==> src/hdl/scd_pkg.sv <==
`default_nettype none
package scd_pkg;

  // ----------------------------------------
  // Word layout, index 0 is the first bit in
  // ----------------------------------------
  localparam int WORD_BITS = 13;
  localparam int IDX_PRE0 = 0;
  localparam int IDX_PRE1 = 1;
  localparam int IDX_EN = 2;
  localparam int IDX_SGL = 3;
  localparam int IDX_SWAP = 4;
  localparam int IDX_ADDR_HI = 5;
  localparam int IDX_ADDR_LO = 6;
  localparam int IDX_PAIR = 7;
  localparam int IDX_EN2 = 8;
  localparam int IDX_TEMP = 9;
  localparam int IDX_REJ_A = 10;
  localparam int IDX_REJ_B = 11;
  localparam int IDX_DBL = 12;

  localparam logic [2:0] HDR_LOAD = 3'h5;
  localparam logic [5:0] FALLS_CHANNEL = 6'h08;
  localparam logic [5:0] FALLS_CONFIG = 6'h10;
  localparam logic [5:0] FALLS_LAST = 6'h20;

  // ----------------------------------------
  // Input selection codes, 4 is the shared return
  // ----------------------------------------
  localparam logic [2:0] IN_CH0 = 3'h0;
  localparam logic [2:0] IN_CH1 = 3'h1;
  localparam logic [2:0] IN_CH2 = 3'h2;
  localparam logic [2:0] IN_CH3 = 3'h3;
  localparam logic [2:0] IN_RET = 3'h4;

  localparam logic [1:0] REJ_BOTH = 2'h0;
  localparam logic [1:0] REJ_50 = 2'h1;
  localparam logic [1:0] REJ_60 = 2'h2;

  typedef struct packed {
    logic single_ended_select;
    logic swap;
    logic upper_addr_bit_hi;
    logic upper_addr_bit_lo;
    logic pair_select_bit;
  } scd_mux_t;

  typedef struct packed {
    logic temp_sensor_select;
    logic reject_sel_first;
    logic reject_sel_second;
    logic double_rate_select;
  } scd_cfg_t;

  typedef struct packed {
    logic [2:0] pos;
    logic [2:0] neg;
    logic temp;
    logic [1:0] reject;
    logic double_rate;
    logic autocal;
  } scd_set_t;

  localparam scd_mux_t MUX_RESET = 5'h00;
  localparam scd_cfg_t CFG_RESET = 4'h0;

  typedef enum logic [1:0] {
    ST_CONV = 2'h0,
    ST_SLEEP = 2'h1,
    ST_IO = 2'h3
  } scd_state_t;

endpackage

`default_nettype wire

==> src/hdl/scd_config_decoder.sv <==
`timescale 1ns/1ps
`default_nettype none

module scd_config_decoder
  import scd_pkg::*;
(
  input wire logic i_mclk,
  input wire logic i_nrst,
  input wire logic i_sck,
  input wire logic i_cs_n,
  input wire logic i_sdi,
  input wire logic i_conv_done,
  output logic o_conv_start,
  output logic o_result_ready,
  output logic o_in_io,
  output scd_set_t o_settings
);

  // ----------------------------------------
  // Channel map
  // ----------------------------------------
  function automatic scd_set_t decode(input scd_mux_t m, input scd_cfg_t c);
    scd_set_t s;
    logic [2:0] lo;
    logic [2:0] hi;
    s = '0;
    lo = m.pair_select_bit ? IN_CH2 : IN_CH0;
    hi = m.pair_select_bit ? IN_CH3 : IN_CH1;
    if (m.single_ended_select) begin
      s.pos = m.swap ? hi : lo;
      s.neg = IN_RET;
    end else begin
      s.pos = m.swap ? hi : lo;
      s.neg = m.swap ? lo : hi;
    end
    s.temp = c.temp_sensor_select;
    // First bit lands on the high side so 01 reads as the 50Hz-only code
    s.reject = {c.reject_sel_first, c.reject_sel_second};
    // Sensor runs are always 1x; 2x also lets the sign bit wobble at zero
    s.double_rate = c.double_rate_select & ~c.temp_sensor_select;
    s.autocal = ~s.double_rate;
    return s;
  endfunction

  // ----------------------------------------
  // Pin synchronisers
  // ----------------------------------------
  logic [1:0] sck_sync_reg;
  logic [1:0] cs_sync_reg;
  logic [1:0] sdi_sync_reg;
  logic sck_last_reg;
  logic cs_last_reg;

  always_ff @(posedge i_mclk or negedge i_nrst) begin
    if (!i_nrst) begin
      sck_sync_reg <= 2'h0;
      cs_sync_reg <= 2'h3;
      sdi_sync_reg <= 2'h0;
      sck_last_reg <= 1'h0;
      cs_last_reg <= 1'h1;
    end else begin
      sck_sync_reg <= {sck_sync_reg[0], i_sck};
      cs_sync_reg <= {cs_sync_reg[0], i_cs_n};
      sdi_sync_reg <= {sdi_sync_reg[0], i_sdi};
      sck_last_reg <= sck_sync_reg[1];
      cs_last_reg <= cs_sync_reg[1];
    end
  end

  wire sck_s = sck_sync_reg[1];
  wire cs_s = cs_sync_reg[1];
  wire sdi_s = sdi_sync_reg[1];
  wire sck_rise = sck_s & ~sck_last_reg;
  wire sck_fall = ~sck_s & sck_last_reg;
  wire cs_rise = cs_s & ~cs_last_reg;

  // ----------------------------------------
  // State and counters
  // ----------------------------------------
  scd_state_t state_reg;
  scd_state_t state_next;
  logic [WORD_BITS-1:0] bits_reg;
  logic [3:0] rx_cnt_reg;
  logic [5:0] fall_cnt_reg;
  logic boot_reg;
  scd_mux_t mux_reg;
  scd_cfg_t cfg_reg;

  wire in_sleep = (state_reg == ST_SLEEP);
  wire in_io = (state_reg == ST_IO);

  // Bits arrive only with select low, first edge opens the cycle
  wire take_bit = sck_rise & ~cs_s & (in_sleep | in_io)
    & (rx_cnt_reg < 4'(WORD_BITS));

  wire [5:0] falls_now = fall_cnt_reg + {5'h00, sck_fall & in_io};

  // Cycle ends at the last falling edge or on an early select release
  wire finish = in_io & (cs_rise
    | (sck_fall & (falls_now == FALLS_LAST)));

  // ----------------------------------------
  // Word decode
  // ----------------------------------------
  wire [2:0] header = {bits_reg[IDX_PRE0], bits_reg[IDX_PRE1],
    bits_reg[IDX_EN]};

  // Header other than 101 leaves both groups untouched
  wire hdr_load = (header == HDR_LOAD);

  wire ch_ok = hdr_load & (falls_now >= FALLS_CHANNEL);

  // Config needs the full word plus its own enable bit
  wire cfg_ok = ch_ok & bits_reg[IDX_EN2]
    & (falls_now >= FALLS_CONFIG);

  wire scd_mux_t mux_word = {bits_reg[IDX_SGL], bits_reg[IDX_SWAP],
    bits_reg[IDX_ADDR_HI], bits_reg[IDX_ADDR_LO],
    bits_reg[IDX_PAIR]};

  wire scd_cfg_t cfg_word = {bits_reg[IDX_TEMP], bits_reg[IDX_REJ_A],
    bits_reg[IDX_REJ_B], bits_reg[IDX_DBL]};

  // Upper address bits are stored but unused; host keeps them zero
  wire scd_mux_t mux_next = ch_ok ? mux_word : mux_reg;
  wire scd_cfg_t cfg_next = cfg_ok ? cfg_word : cfg_reg;

  // ----------------------------------------
  // Sequencer
  // ----------------------------------------
  always_comb begin
    state_next = state_reg;
    unique case (state_reg)
      ST_CONV: begin
        // Words are ignored until the running conversion ends
        if (i_conv_done) begin
          state_next = ST_SLEEP;
        end
      end
      ST_SLEEP: begin
        if (take_bit) begin
          state_next = ST_IO;
        end
      end
      ST_IO: begin
        if (finish) begin
          state_next = ST_CONV;
        end
      end
      default: begin
        state_next = ST_CONV;
      end
    endcase
  end

  always_ff @(posedge i_mclk or negedge i_nrst) begin
    if (!i_nrst) begin
      state_reg <= ST_CONV;
    end else begin
      state_reg <= state_next;
    end
  end

  // ----------------------------------------
  // Shift capture
  // ----------------------------------------
  always_ff @(posedge i_mclk or negedge i_nrst) begin
    if (!i_nrst) begin
      bits_reg <= '0;
      rx_cnt_reg <= 4'h0;
      fall_cnt_reg <= 6'h00;
    end else if (state_next != ST_IO && !take_bit) begin
      bits_reg <= '0;
      rx_cnt_reg <= 4'h0;
      fall_cnt_reg <= 6'h00;
    end else begin
      if (take_bit) begin
        bits_reg[rx_cnt_reg] <= sdi_s;
        rx_cnt_reg <= rx_cnt_reg + 4'h1;
      end
      if (sck_fall && in_io) begin
        fall_cnt_reg <= falls_now;
      end
    end
  end

  // ----------------------------------------
  // Stored settings
  // ----------------------------------------
  always_ff @(posedge i_mclk or negedge i_nrst) begin
    if (!i_nrst) begin
      mux_reg <= MUX_RESET;
      cfg_reg <= CFG_RESET;
    end else if (finish) begin
      mux_reg <= mux_next;
      cfg_reg <= cfg_next;
    end
  end

  // ----------------------------------------
  // Conversion hand-off
  // ----------------------------------------
  // Settings move only with a conversion start, never mid-conversion
  always_ff @(posedge i_mclk or negedge i_nrst) begin
    if (!i_nrst) begin
      boot_reg <= 1'h1;
      o_conv_start <= 1'h0;
      o_settings <= '0;
    end else begin
      boot_reg <= 1'h0;
      o_conv_start <= boot_reg | finish;
      if (boot_reg) begin
        o_settings <= decode(MUX_RESET, CFG_RESET);
      end else if (finish) begin
        o_settings <= decode(mux_next, cfg_next);
      end
    end
  end

  always_ff @(posedge i_mclk or negedge i_nrst) begin
    if (!i_nrst) begin
      o_result_ready <= 1'h0;
      o_in_io <= 1'h0;
    end else begin
      o_result_ready <= (state_next != ST_CONV);
      o_in_io <= (state_next == ST_IO);
    end
  end

endmodule

`default_nettype wire

==> config.mk <==
export PLATFORM = sky130hd
export DESIGN_NAME = scd_config_decoder
export DESIGN_NICKNAME = d
export VERILOG_FILES = /design/src/hdl/scd_pkg.sv /design/src/hdl/scd_config_decoder.sv
export SDC_FILE = /design/constraint.sdc
export NUM_CORES = 1
export LEC_CHECK = 0
export BUFFER_PORTS_ARGS = -buffer_cell sky130_fd_sc_hd__buf_2
export CORE_MARGIN = 8
export CORE_UTILIZATION = 59
export CTS_CLUSTER_DIAMETER = 80
export CTS_CLUSTER_SIZE = 40
export DETAILED_ROUTE_END_ITERATION = 8
export PLACE_DENSITY = 0.79
export SYNTH_ARGS = -nofsm -noshare
export SYNTH_HDL_FRONTEND = slang
export SYNTH_SLANG_ARGS = --single-unit
==> constraint.sdc <==
create_clock -name i_mclk -period 3.8 [get_ports i_mclk]
set_clock_uncertainty 0.2 [all_clocks]
set_input_delay 0.19 -clock i_mclk [delete_from_list [all_inputs] [get_ports i_mclk]]
set_output_delay 0.19 -clock i_mclk [all_outputs]
set_load 0.01 [all_outputs]
==> results of run 1 <==
what timing repair did:
item	in CTS	in global routing
hold buffers	5	0
buffers inserted	0	0
endpoints found under the hold margin	53	0
stage by stage:
| step | hold WS, ns | area, µm² | std cells |
|---|---|---|---|
| finish | 0.151 | 2840 | 320 |
| global route | 0.160 | 2840 | 320 |
| CTS | 0.154 | 2840 | 320 |
| detailed placement | 0.0972 | 2700 | 307 |
| global placement | 0.0959 | 2700 | 307 |
| floorplan | -0.306 | 2590 | 247 |
layer usage:
metal,track usage,wire (µm),vias to the layer above
met2,0.234,2100,33
met1,0.184,2130,864
met3,0.0368,228,8
met5,0,0,-
met4,0.0737,93,0
li1,-,-,896
worst max-delay path: cells and delay by family, from the launching register on:
kind	cells	cell delay [ns]
AND/OR/NAND/NOR	3	0.79
adder cells (fa/ha/maj)	2	0.68
AO/OA/AOI/OAI	2	0.56
flip-flops	1	0.39
multiplexers	1	0.36
buffers and inverters	1	0.15
XOR/XNOR	1	0.15
cell usage after synthesis, types with 2 or more instances:
cell type,n
a21o_1,3
a21oi_1,14
a221o_1,3
a221oi_1,3
and2_1,3
and3_1,3
and3b_1,2
buf_2,6
buf_4,2
clkbuf_1,3
dfrtp_1,48
dfstp_2,4
ha_1,7
inv_1,9
mux2_2,7
mux2i_1,10
nand2_1,26
nand2b_1,2
nand3_1,14
nand3b_1,2
nand4_1,4
nor2_1,27
nor2b_1,4
nor3_1,2
o211a_1,3
o31ai_1,2
xnor2_1,4
xor2_1,4
cell families (layout without fill, tap and decap cells):
| group | after synthesis | count (layout) | synth area share |
|---|---|---|---|
| and+or+nand+nor | 97 | 97 | 0.196 |
| DFF | 52 | 52 | 0.505 |
| AOI/OAI and AO/OA | 43 | 43 | 0.131 |
| buffers and inverters | 21 | 42 | 0.0363 |
| muxes | 17 | 17 | 0.0692 |
| xor gates and xnor gates | 8 | 8 | 0.0271 |
| adders and majority gates | 7 | 7 | 0.0339 |
| other | 1 | 2 | 0.00145 |
cell type report:
cell class,count,area [µm²]
fill,344,1460
sequential,52,1310
clock buffer,8,90.1
timing repair buffer,25,155
multi-input combinational,174,1190
tap,52,65.1
inverter,9,33.8
power by group through the flow:
stage | registers, W | clock network [W] | logic [W]
final | 0.000592 | 0.000316 | 0.000118
after global routing | 0.000595 | 0.000354 | 0.000133
after floorplan | 0.000606 | 0 | 0.0000667
after detailed placement | 0.000603 | 0 | 0.000116
after CTS | 0.000592 | 0.000327 | 0.000120
after global placement | 0.000602 | 0 | 0.000114
worst paths after layout:
path / from / endpoint / slack, ns / cells after the start
worst max-delay path: sck_sync_reg[1]$_DFF_PN0_ / mux_reg[0]$_DFFE_PN0P_ / 0.40 / 10
worst min-delay path: sdi_sync_reg[0]$_DFF_PN0_ / sdi_sync_reg[1]$_DFF_PN0_ / 0.15 / 0
worst max register to register: sck_sync_reg[1]$_DFF_PN0_ / mux_reg[0]$_DFFE_PN0P_ / 0.40 / 10
worst min register to register: sdi_sync_reg[0]$_DFF_PN0_ / sdi_sync_reg[1]$_DFF_PN0_ / 0.15 / 0
max in group asynchronous: i_nrst / mux_reg[0]$_DFFE_PN0P_ / 2.27 / 2
min in group asynchronous: i_nrst / fall_cnt_reg[1]$_DFFE_PN0P_ / 0.44 / 2
==> results.json, run 1 <==
{
  "h-tree-depth": 2,
  "grt_start_max_net_pins": 53,
  "drt-pass1-iter-count": 4,
  "final.period_utilization": 0.895,
  "worstPathArrival_ns": 3.39,
  "io_pins": 20,
  "start_util": 0.602,
  "setup_violations": 0,
  "slowest_delay_ns": 0.39,
  "syn2layout_area_growth_pct": 9.83,
  "core_um2": 4290,
  "worstSetupPathType": "flip-flop to flip-flop",
  "clkTransAtPathRegs_ns": 0.08,
  "synth_top_area_share": 0.465,
  "leakagePower_nw": 1.32,
  "nets": 280,
  "insertedDiodeCount": 0,
  "outcome": "complete, no violations",
  "seqPwrFrac": 0.577,
  "cts-resized-gates": 0,
  "cts_buffers": 5,
  "ant_nets": 0,
  "finalCriticalPeriod_ns": 3.40,
  "tns_ns": 0,
  "io_buffers": 18,
  "cp_common_cell": "ha_1",
  "hold_viol_final": 0,
  "power.density_nw_per_um2": 361,
  "max_slew_margin": 0.250,
  "synth.ff_latch_count": 52,
  "drtIter0Drc": 73,
  "antenna_found_initial": 0,
  "fmax_mhz": 294,
  "cts_tree": "yes",
  "power_frac_comb": 0.115,
  "synthArstFlopShare": 1.00,
  "cp_max_fo": 9,
  "cp-start-kind": "flip-flop",
  "synth_area_um2": 2580,
  "end_kind": "flip-flop",
  "pre_cts_slack_ns": 0.453,
  "vdd_drop_max_uv": 281,
  "layout_common_cells": "48 x dfrtp_1, 27 x nor2_1, 26 x nand2_1",
  "p_sw_frac": 0.250,
  "largest_reg_flops": 11,
  "chipWidth_um": 82.2,
  "clk_latency_ns": 0.30,
  "worstPathRequired_ns": 3.79,
  "root_buffer": "clkbuf_8",
  "grtUsageTotal": 0.148,
  "path_cells": "nand2b_1 -> or2_2 -> inv_1 -> ha_1 -> ha_1 -> xor2_1 -> nor4_4 -> o2111ai_4 -> a21oi_2 -> mux2_2",
  "drv_cap": 0,
  "hp-class": "flip-flop to flip-flop",
  "grt_pass1_wl_mm": 7.76,
  "netlist_top_cells_area": "dfrtp_1 46%, dfstp_2 4.1%, nor2_1 3.9%, mux2i_1 3.9%, nand2_1 3.8%",
  "layout_commonest_cell": "dfrtp_1",
  "clockPowerShare": 0.308,
  "drive_above_1_share": 0.175,
  "viasPerCell": 5.63,
  "wl_per_cell_um": 14.2,
  "avgSynthCellArea_um2": 10.5,
  "dpl.hpwl_mm": 3.26,
  "fp.dieH_um": 82.2,
  "maxSlewViolCount": 0,
  "fin_total_pwr_w": 0.00103,
  "synth_top_area_cell": "dfrtp_1",
  "rsz0062_at_grt": "no",
  "drt_wl_total_mm": 4.55,
  "cts_buffer_depth": 2,
  "slowest_stage": "dfrtp_1",
  "ys_seq_area_frac": 0.505,
  "synth_ff_type": "dfrtp_1",
  "tightestPinTransition_ns": 1.13,
  "gp_congestion": 0.814,
  "dieArea_um2": 6760,
  "synth-edff-count": 0,
  "switchingPower_w": 0.000257,
  "yosys_warnings": 0,
  "grt_pass1_vias": 1668,
  "intPower_w": 0.000769,
  "utilization": 0.661,
  "clock_sinks": 52,
  "grt_overflow_total": 0,
  "drc": 0,
  "via_count": 1801,
  "syn_inst": 246,
  "finalWorstSetupSlack_ns": 0.398,
  "rows": 24,
  "synth.distinct_cells": 53
}
(Power assumes the default switching activity.)
==> run 2, diff against run 1 <==
--- a/config.mk
+++ b/config.mk
@@ -12,6 +12,7 @@
 export CTS_CLUSTER_SIZE = 40
 export DETAILED_ROUTE_END_ITERATION = 8
 export PLACE_DENSITY = 0.79
+export REMOVE_ABC_BUFFERS = 1
 export SYNTH_ARGS = -nofsm -noshare
 export SYNTH_HDL_FRONTEND = slang
 export SYNTH_SLANG_ARGS = --single-unit
==> results.json, run 2 (same netlist as run 1, synthesis figures left out) <==
{
  "min_from": "sdi_sync_reg[0]$_DFF_PN0_",
  "leakagePower_nw": 1.33,
  "worstPathRequired_ns": 3.79,
  "outcome": "complete, no violations",
  "end_kind": "flip-flop",
  "grt_overflow_total": 0,
  "cp-start-kind": "flip-flop",
  "hold_end": "sdi_sync_reg[1]$_DFF_PN0_",
  "cp_max_fo": 9,
  "finalCriticalPeriod_ns": 3.35,
  "chipWidth_um": 82.2,
  "drtIter0Drc": 87,
  "via_count": 1779,
  "core_um2": 4290,
  "critPathBufInv": 1,
  "cts_tree": "yes",
  "antenna_found_initial": 0,
  "maxSlewViolCount": 0,
  "gp_congestion": 0.818,
  "root_buffer": "clkbuf_8",
  "hp-class": "flip-flop to flip-flop",
  "clk_latency_ns": 0.30,
  "rsz0062_at_grt": "no",
  "drt-pass1-iter-count": 4,
  "rows": 24,
  "slowest_delay_ns": 0.39,
  "largest_reg_flops": 11,
  "power.density_nw_per_um2": 361,
  "worstSetupPathType": "flip-flop to flip-flop",
  "layout_commonest_cell": "dfrtp_1",
  "h-tree-depth": 2,
  "insertedDiodeCount": 0,
  "grt_start_max_net_pins": 53,
  "io_pins": 20,
  "fmax_mhz": 298,
  "dpl.hpwl_mm": 3.35,
  "max_slew_margin": 0.581,
  "drc": 0,
  "worstPathArrival_ns": 3.34,
  "pre_cts_slack_ns": 0.473,
  "clock_sinks": 52,
  "wl_per_cell_um": 14.2,
  "viasPerCell": 5.54,
  "cp_common_cell": "ha_1",
  "vdd_drop_max_uv": 294,
  "cpLargestDelayFamily": "simple AND/OR/NAND/NOR gates",
  "ant_nets": 0,
  "rr_worst_depth": 10,
  "grtUsageTotal": 0.152,
  "cts_buffer_depth": 2,
  "clkTransAtPathRegs_ns": 0.09,
  "timing.rr.end": "mux_reg[4]$_DFFE_PN0P_",
  "cts_buffers": 5,
  "setup_violations": 0,
  "grt_pass1_vias": 1743,
  "drive_above_1_share": 0.182,
  "final.period_utilization": 0.882,
  "io_buffers": 18,
  "slowest_stage": "dfrtp_1",
  "layout_common_cells": "48 x dfrtp_1, 27 x nor2_1, 26 x nand2_1",
  "drt_wl_total_mm": 4.56,
  "finalWorstSetupSlack_ns": 0.448,
  "start_util": 0.602,
  "tns_ns": 0,
  "timing.rr.start": "sck_sync_reg[1]$_DFF_PN0_",
  "grt_pass1_wl_mm": 8.07,
  "drv_cap": 0,
  "fp.dieH_um": 82.2,
  "tightestPinTransition_ns": 0.629,
  "hold_viol_final": 0,
  "nets": 281,
  "rrSetupSlack_ns": 0.45,
  "postCtsSetupBuffers": 0,
  "path_cells": "nand2b_1 -> or2_2 -> inv_1 -> ha_1 -> ha_1 -> xor2_1 -> nor4_4 -> o2111ai_4 -> a21oi_2 -> mux2_2",
  "syn2layout_area_growth_pct": 10.3,
  "min_path_cells": 0,
  "dieArea_um2": 6760
}
==> run 2: changes by cell type in the layout (fill, tap and decap cells not counted), sizes merged <==
cell / delta
buf: +1
clkbuf: -1
clkinvlp: +1
==> run 2: worst max-delay path by stage <==
| stage | start | end | cells after the start |
|---|---|---|---|
| after floorplan | sck_sync_reg[1]$_DFF_PN0_ | bits_reg[12]$_DFFE_PN0P_ | 10 |
| after global placement | sck_sync_reg[1]$_DFF_PN0_ | mux_reg[3]$_DFFE_PN0P_ | 10 |
| after detailed placement | sck_sync_reg[1]$_DFF_PN0_ | mux_reg[4]$_DFFE_PN0P_ | 10 |
| after CTS | sck_sync_reg[1]$_DFF_PN0_ | mux_reg[4]$_DFFE_PN0P_ | 10 |
| after global routing | sck_sync_reg[1]$_DFF_PN0_ | mux_reg[4]$_DFFE_PN0P_ | 10 |
| final | sck_sync_reg[1]$_DFF_PN0_ | mux_reg[4]$_DFFE_PN0P_ | 10 |
==> run 2: stage by stage <==
| step | utilization | hold slack, ns | power (W) | std cells | cell area (µm²) |
|---|---|---|---|---|---|
| floorplan | - | -0.306 | 0.000667 | 235 | 2530 |
| global placement | 0.630 | 0.0963 | 0.000717 | 308 | 2710 |
| detailed placement | 0.630 | 0.100 | 0.000720 | 308 | 2710 |
| CTS | 0.664 | 0.156 | 0.00104 | 321 | 2850 |
| global route | 0.664 | 0.164 | 0.00108 | 321 | 2850 |
| finish | 0.664 | 0.153 | 0.00103 | 321 | 2850 |
==> run 2: area by class of cell <==
cell class / count / area [µm²]
Fill cell: 366 / 1440
Sequential cell: 52 / 1310
Multi-Input combinational cell: 174 / 1190
Timing Repair Buffer: 26 / 163
Clock buffer: 7 / 86.3
Tap cell: 52 / 65.1
Inverter: 9 / 33.8
Clock inverter: 1 / 7.51
==> run 2: report_power, final <==
group / total (W) / internal (W) / switching [W]
Combinational: 0.000119 / 0.0000434 / 0.0000757
Clock: 0.000319 / 0.000148 / 0.000171
Sequential: 0.000591 / 0.000577 / 0.0000141
Total: 0.00103 / 0.000769 / 0.000261
==> run 2: routing by layer <==
metal / part of all wire / global-route usage
met1: 0.49 / 0.194
met2: 0.45 / 0.247
met3: 0.050 / 0.0422
met4: 0.0092 / 0.0404
met5: 0 / 0
==> run 2: repair_timing <==
| item | 4_1_cts | 5_1_grt |
|---|---|---|
| endpoints found under the hold margin | 53 | 0 |
| gates resized for setup | 0 | 0 |
| hold buffers | 5 | 0 |
==> run 2: worst register-to-register path, delay by kind of cell, from the launching register on <==
family / cells / cell delay [ns]
simple gates: 3 / 0.78
fa+ha+maj: 2 / 0.67
compound gates: 2 / 0.55
flops: 1 / 0.39
mux: 1 / 0.36
buf+inv: 1 / 0.15
xor+xnor: 1 / 0.15
==> run 3, diff against run 2 <==
--- a/config.mk
+++ b/config.mk
@@ -7,11 +7,10 @@
 export LEC_CHECK = 0
 export BUFFER_PORTS_ARGS = -buffer_cell sky130_fd_sc_hd__buf_2
 export CORE_MARGIN = 8
-export CORE_UTILIZATION = 59
+export CORE_UTILIZATION = 35
 export CTS_CLUSTER_DIAMETER = 80
 export CTS_CLUSTER_SIZE = 40
 export DETAILED_ROUTE_END_ITERATION = 8
-export PLACE_DENSITY = 0.79
 export REMOVE_ABC_BUFFERS = 1
 export SYNTH_ARGS = -nofsm -noshare
 export SYNTH_HDL_FRONTEND = slang
==> results.json, run 3 (same netlist as run 1, synthesis figures left out) <==
{
  "cp-start-kind": "flip-flop",
  "insertedDiodeCount": 0,
  "vdd_drop_max_uv": 145,
  "cts_buffers": 5,
  "core_um2": 7210,
  "nFillCells": 741,
  "wl_per_cell_um": 12.9,
  "final.period_utilization": 0.885,
  "clock_sinks": 52,
  "grt_pass1_vias": 1737,
  "tns_ns": 0,
  "drc": 0,
  "ant_nets": 0,
  "drt_wl_total_mm": 4.76,
  "fmax_mhz": 297,
  "gp_congestion": 0.790,
  "maxSlewViolCount": 0,
  "antenna_found_initial": 0,
  "worstPathArrival_ns": 3.35,
  "max_slew_margin": 0.583,
  "clkTransAtPathRegs_ns": 0.09,
  "drtIter0Drc": 30,
  "finalCriticalPeriod_ns": 3.36,
  "outcome": "complete, no violations",
  "viasPerCell": 4.86,
  "via_count": 1790,
  "worstPathRequired_ns": 3.78,
  "syn2layout_area_growth_pct": 13.1,
  "io_buffers": 18,
  "final_area_um2": 2920,
  "hp-class": "flip-flop to flip-flop",
  "drv_cap": 0,
  "hold_viol_final": 0,
  "layout_commonest_cell": "dfrtp_1",
  "dpl.hpwl_mm": 3.52,
  "grt_start_max_net_pins": 53,
  "h-tree-depth": 2,
  "cts-resized-gates": 0,
  "grt_overflow_total": 0,
  "cts_tree": "yes",
  "root_buffer": "clkbuf_8",
  "io_pins": 20,
  "end_kind": "flip-flop",
  "fin_hold_ws_ns": 0.155,
  "tightestPinTransition_ns": 0.626,
  "rsz0062_at_grt": "no",
  "grt_pass1_wl_mm": 8.30,
  "fp.dieH_um": 102,
  "dieArea_um2": 10400,
  "placed_cell_area_um2": 2770,
  "worstSetupPathType": "flip-flop to flip-flop",
  "drt-pass1-iter-count": 4,
  "cp_max_fo": 9,
  "setup_violations": 0,
  "cts_buffer_depth": 2,
  "nets": 281,
  "grtUsageTotal": 0.0991,
  "largest_reg_flops": 11,
  "leakagePower_nw": 1.34,
  "clk_latency_ns": 0.29,
  "rows": 31,
  "layout_common_cells": "48 x dfrtp_1, 27 x nor2_1, 26 x nand2_1",
  "chipWidth_um": 102,
  "power.density_nw_per_um2": 369,
  "start_util": 0.358,
  "drive_above_1_share": 0.182
}
## run 3: power by group
part | switching (W) | internal (W) | total, W
Combinational | 0.0000757 | 0.0000434 | 0.000119
Sequential | 0.0000151 | 0.000577 | 0.000592
Clock | 0.000170 | 0.000196 | 0.000366
Total | 0.000261 | 0.000816 | 0.00108
## run 3: layout make-up
class	count	area (µm²)	area share
flip-flops and latches	52	1310	0.447
multi-input cells	174	1190	0.407
repair buffers	26	163	0.0557
well taps	99	124	0.0424
clock buffers	6	72.6	0.0248
clock inverters	2	35.0	0.0120
inverters	9	33.8	0.0116
## run 3: path summary, 6_finish.rpt
path,to,depth (start not counted),slack [ns],from
hold / removal,sdi_sync_reg[1]$_DFF_PN0_,0,0.15,sdi_sync_reg[0]$_DFF_PN0_
setup / recovery,mux_reg[4]$_DFFE_PN0P_,10,0.44,sck_sync_reg[1]$_DFF_PN0_
min in group asynchronous,o_settings[7]$_DFFE_PN0P_,3,0.33,i_nrst
hold reg to reg,sdi_sync_reg[1]$_DFF_PN0_,0,0.15,sdi_sync_reg[0]$_DFF_PN0_
setup reg to reg,mux_reg[4]$_DFFE_PN0P_,10,0.44,sck_sync_reg[1]$_DFF_PN0_
max in group asynchronous,rx_cnt_reg[1]$_DFFE_PN0P_,3,2.65,i_nrst
## run 3: stage by stage
| stage | utilization | setup slack, ns | cells | power (W) |
|---|---|---|---|---|
| 2_1_floorplan | - | 0.396 | 235 | 0.000667 |
| 3_3_place_gp | 0.383 | 0.548 | 355 | 0.000720 |
| 3_5_place_dp | 0.383 | 0.441 | 355 | 0.000722 |
| 4_1_cts | 0.405 | 0.426 | 368 | 0.00110 |
| 5_1_grt | 0.405 | 0.222 | 368 | 0.00114 |
| 6_report | 0.405 | 0.438 | 368 | 0.00108 |
## run 3: critical path, stage by stage (launching register included)
cell       delay (ns)
dfrtp_1          0.40
nand2b_1         0.19
or2_2            0.33
inv_1            0.15
ha_1             0.30
ha_1             0.36
xor2_1           0.15
nor4_4           0.25
o2111ai_4        0.28
a21oi_2          0.27
mux2_2           0.35
## run 3: layer usage
layer	part of all wire	vias up	GRT usage
met1	0.49	861	0.131
met3	0.034	2	0.0191
met2	0.47	23	0.161
li1	-	904	-
met5	0	-	0
met4	0.0093	0	0.0271
## run 3: repair_timing
item                                   in CTS  in global routing
setup buffers                               0                  0
hold buffers                                5                  0
endpoints found under the hold margin      53                  0
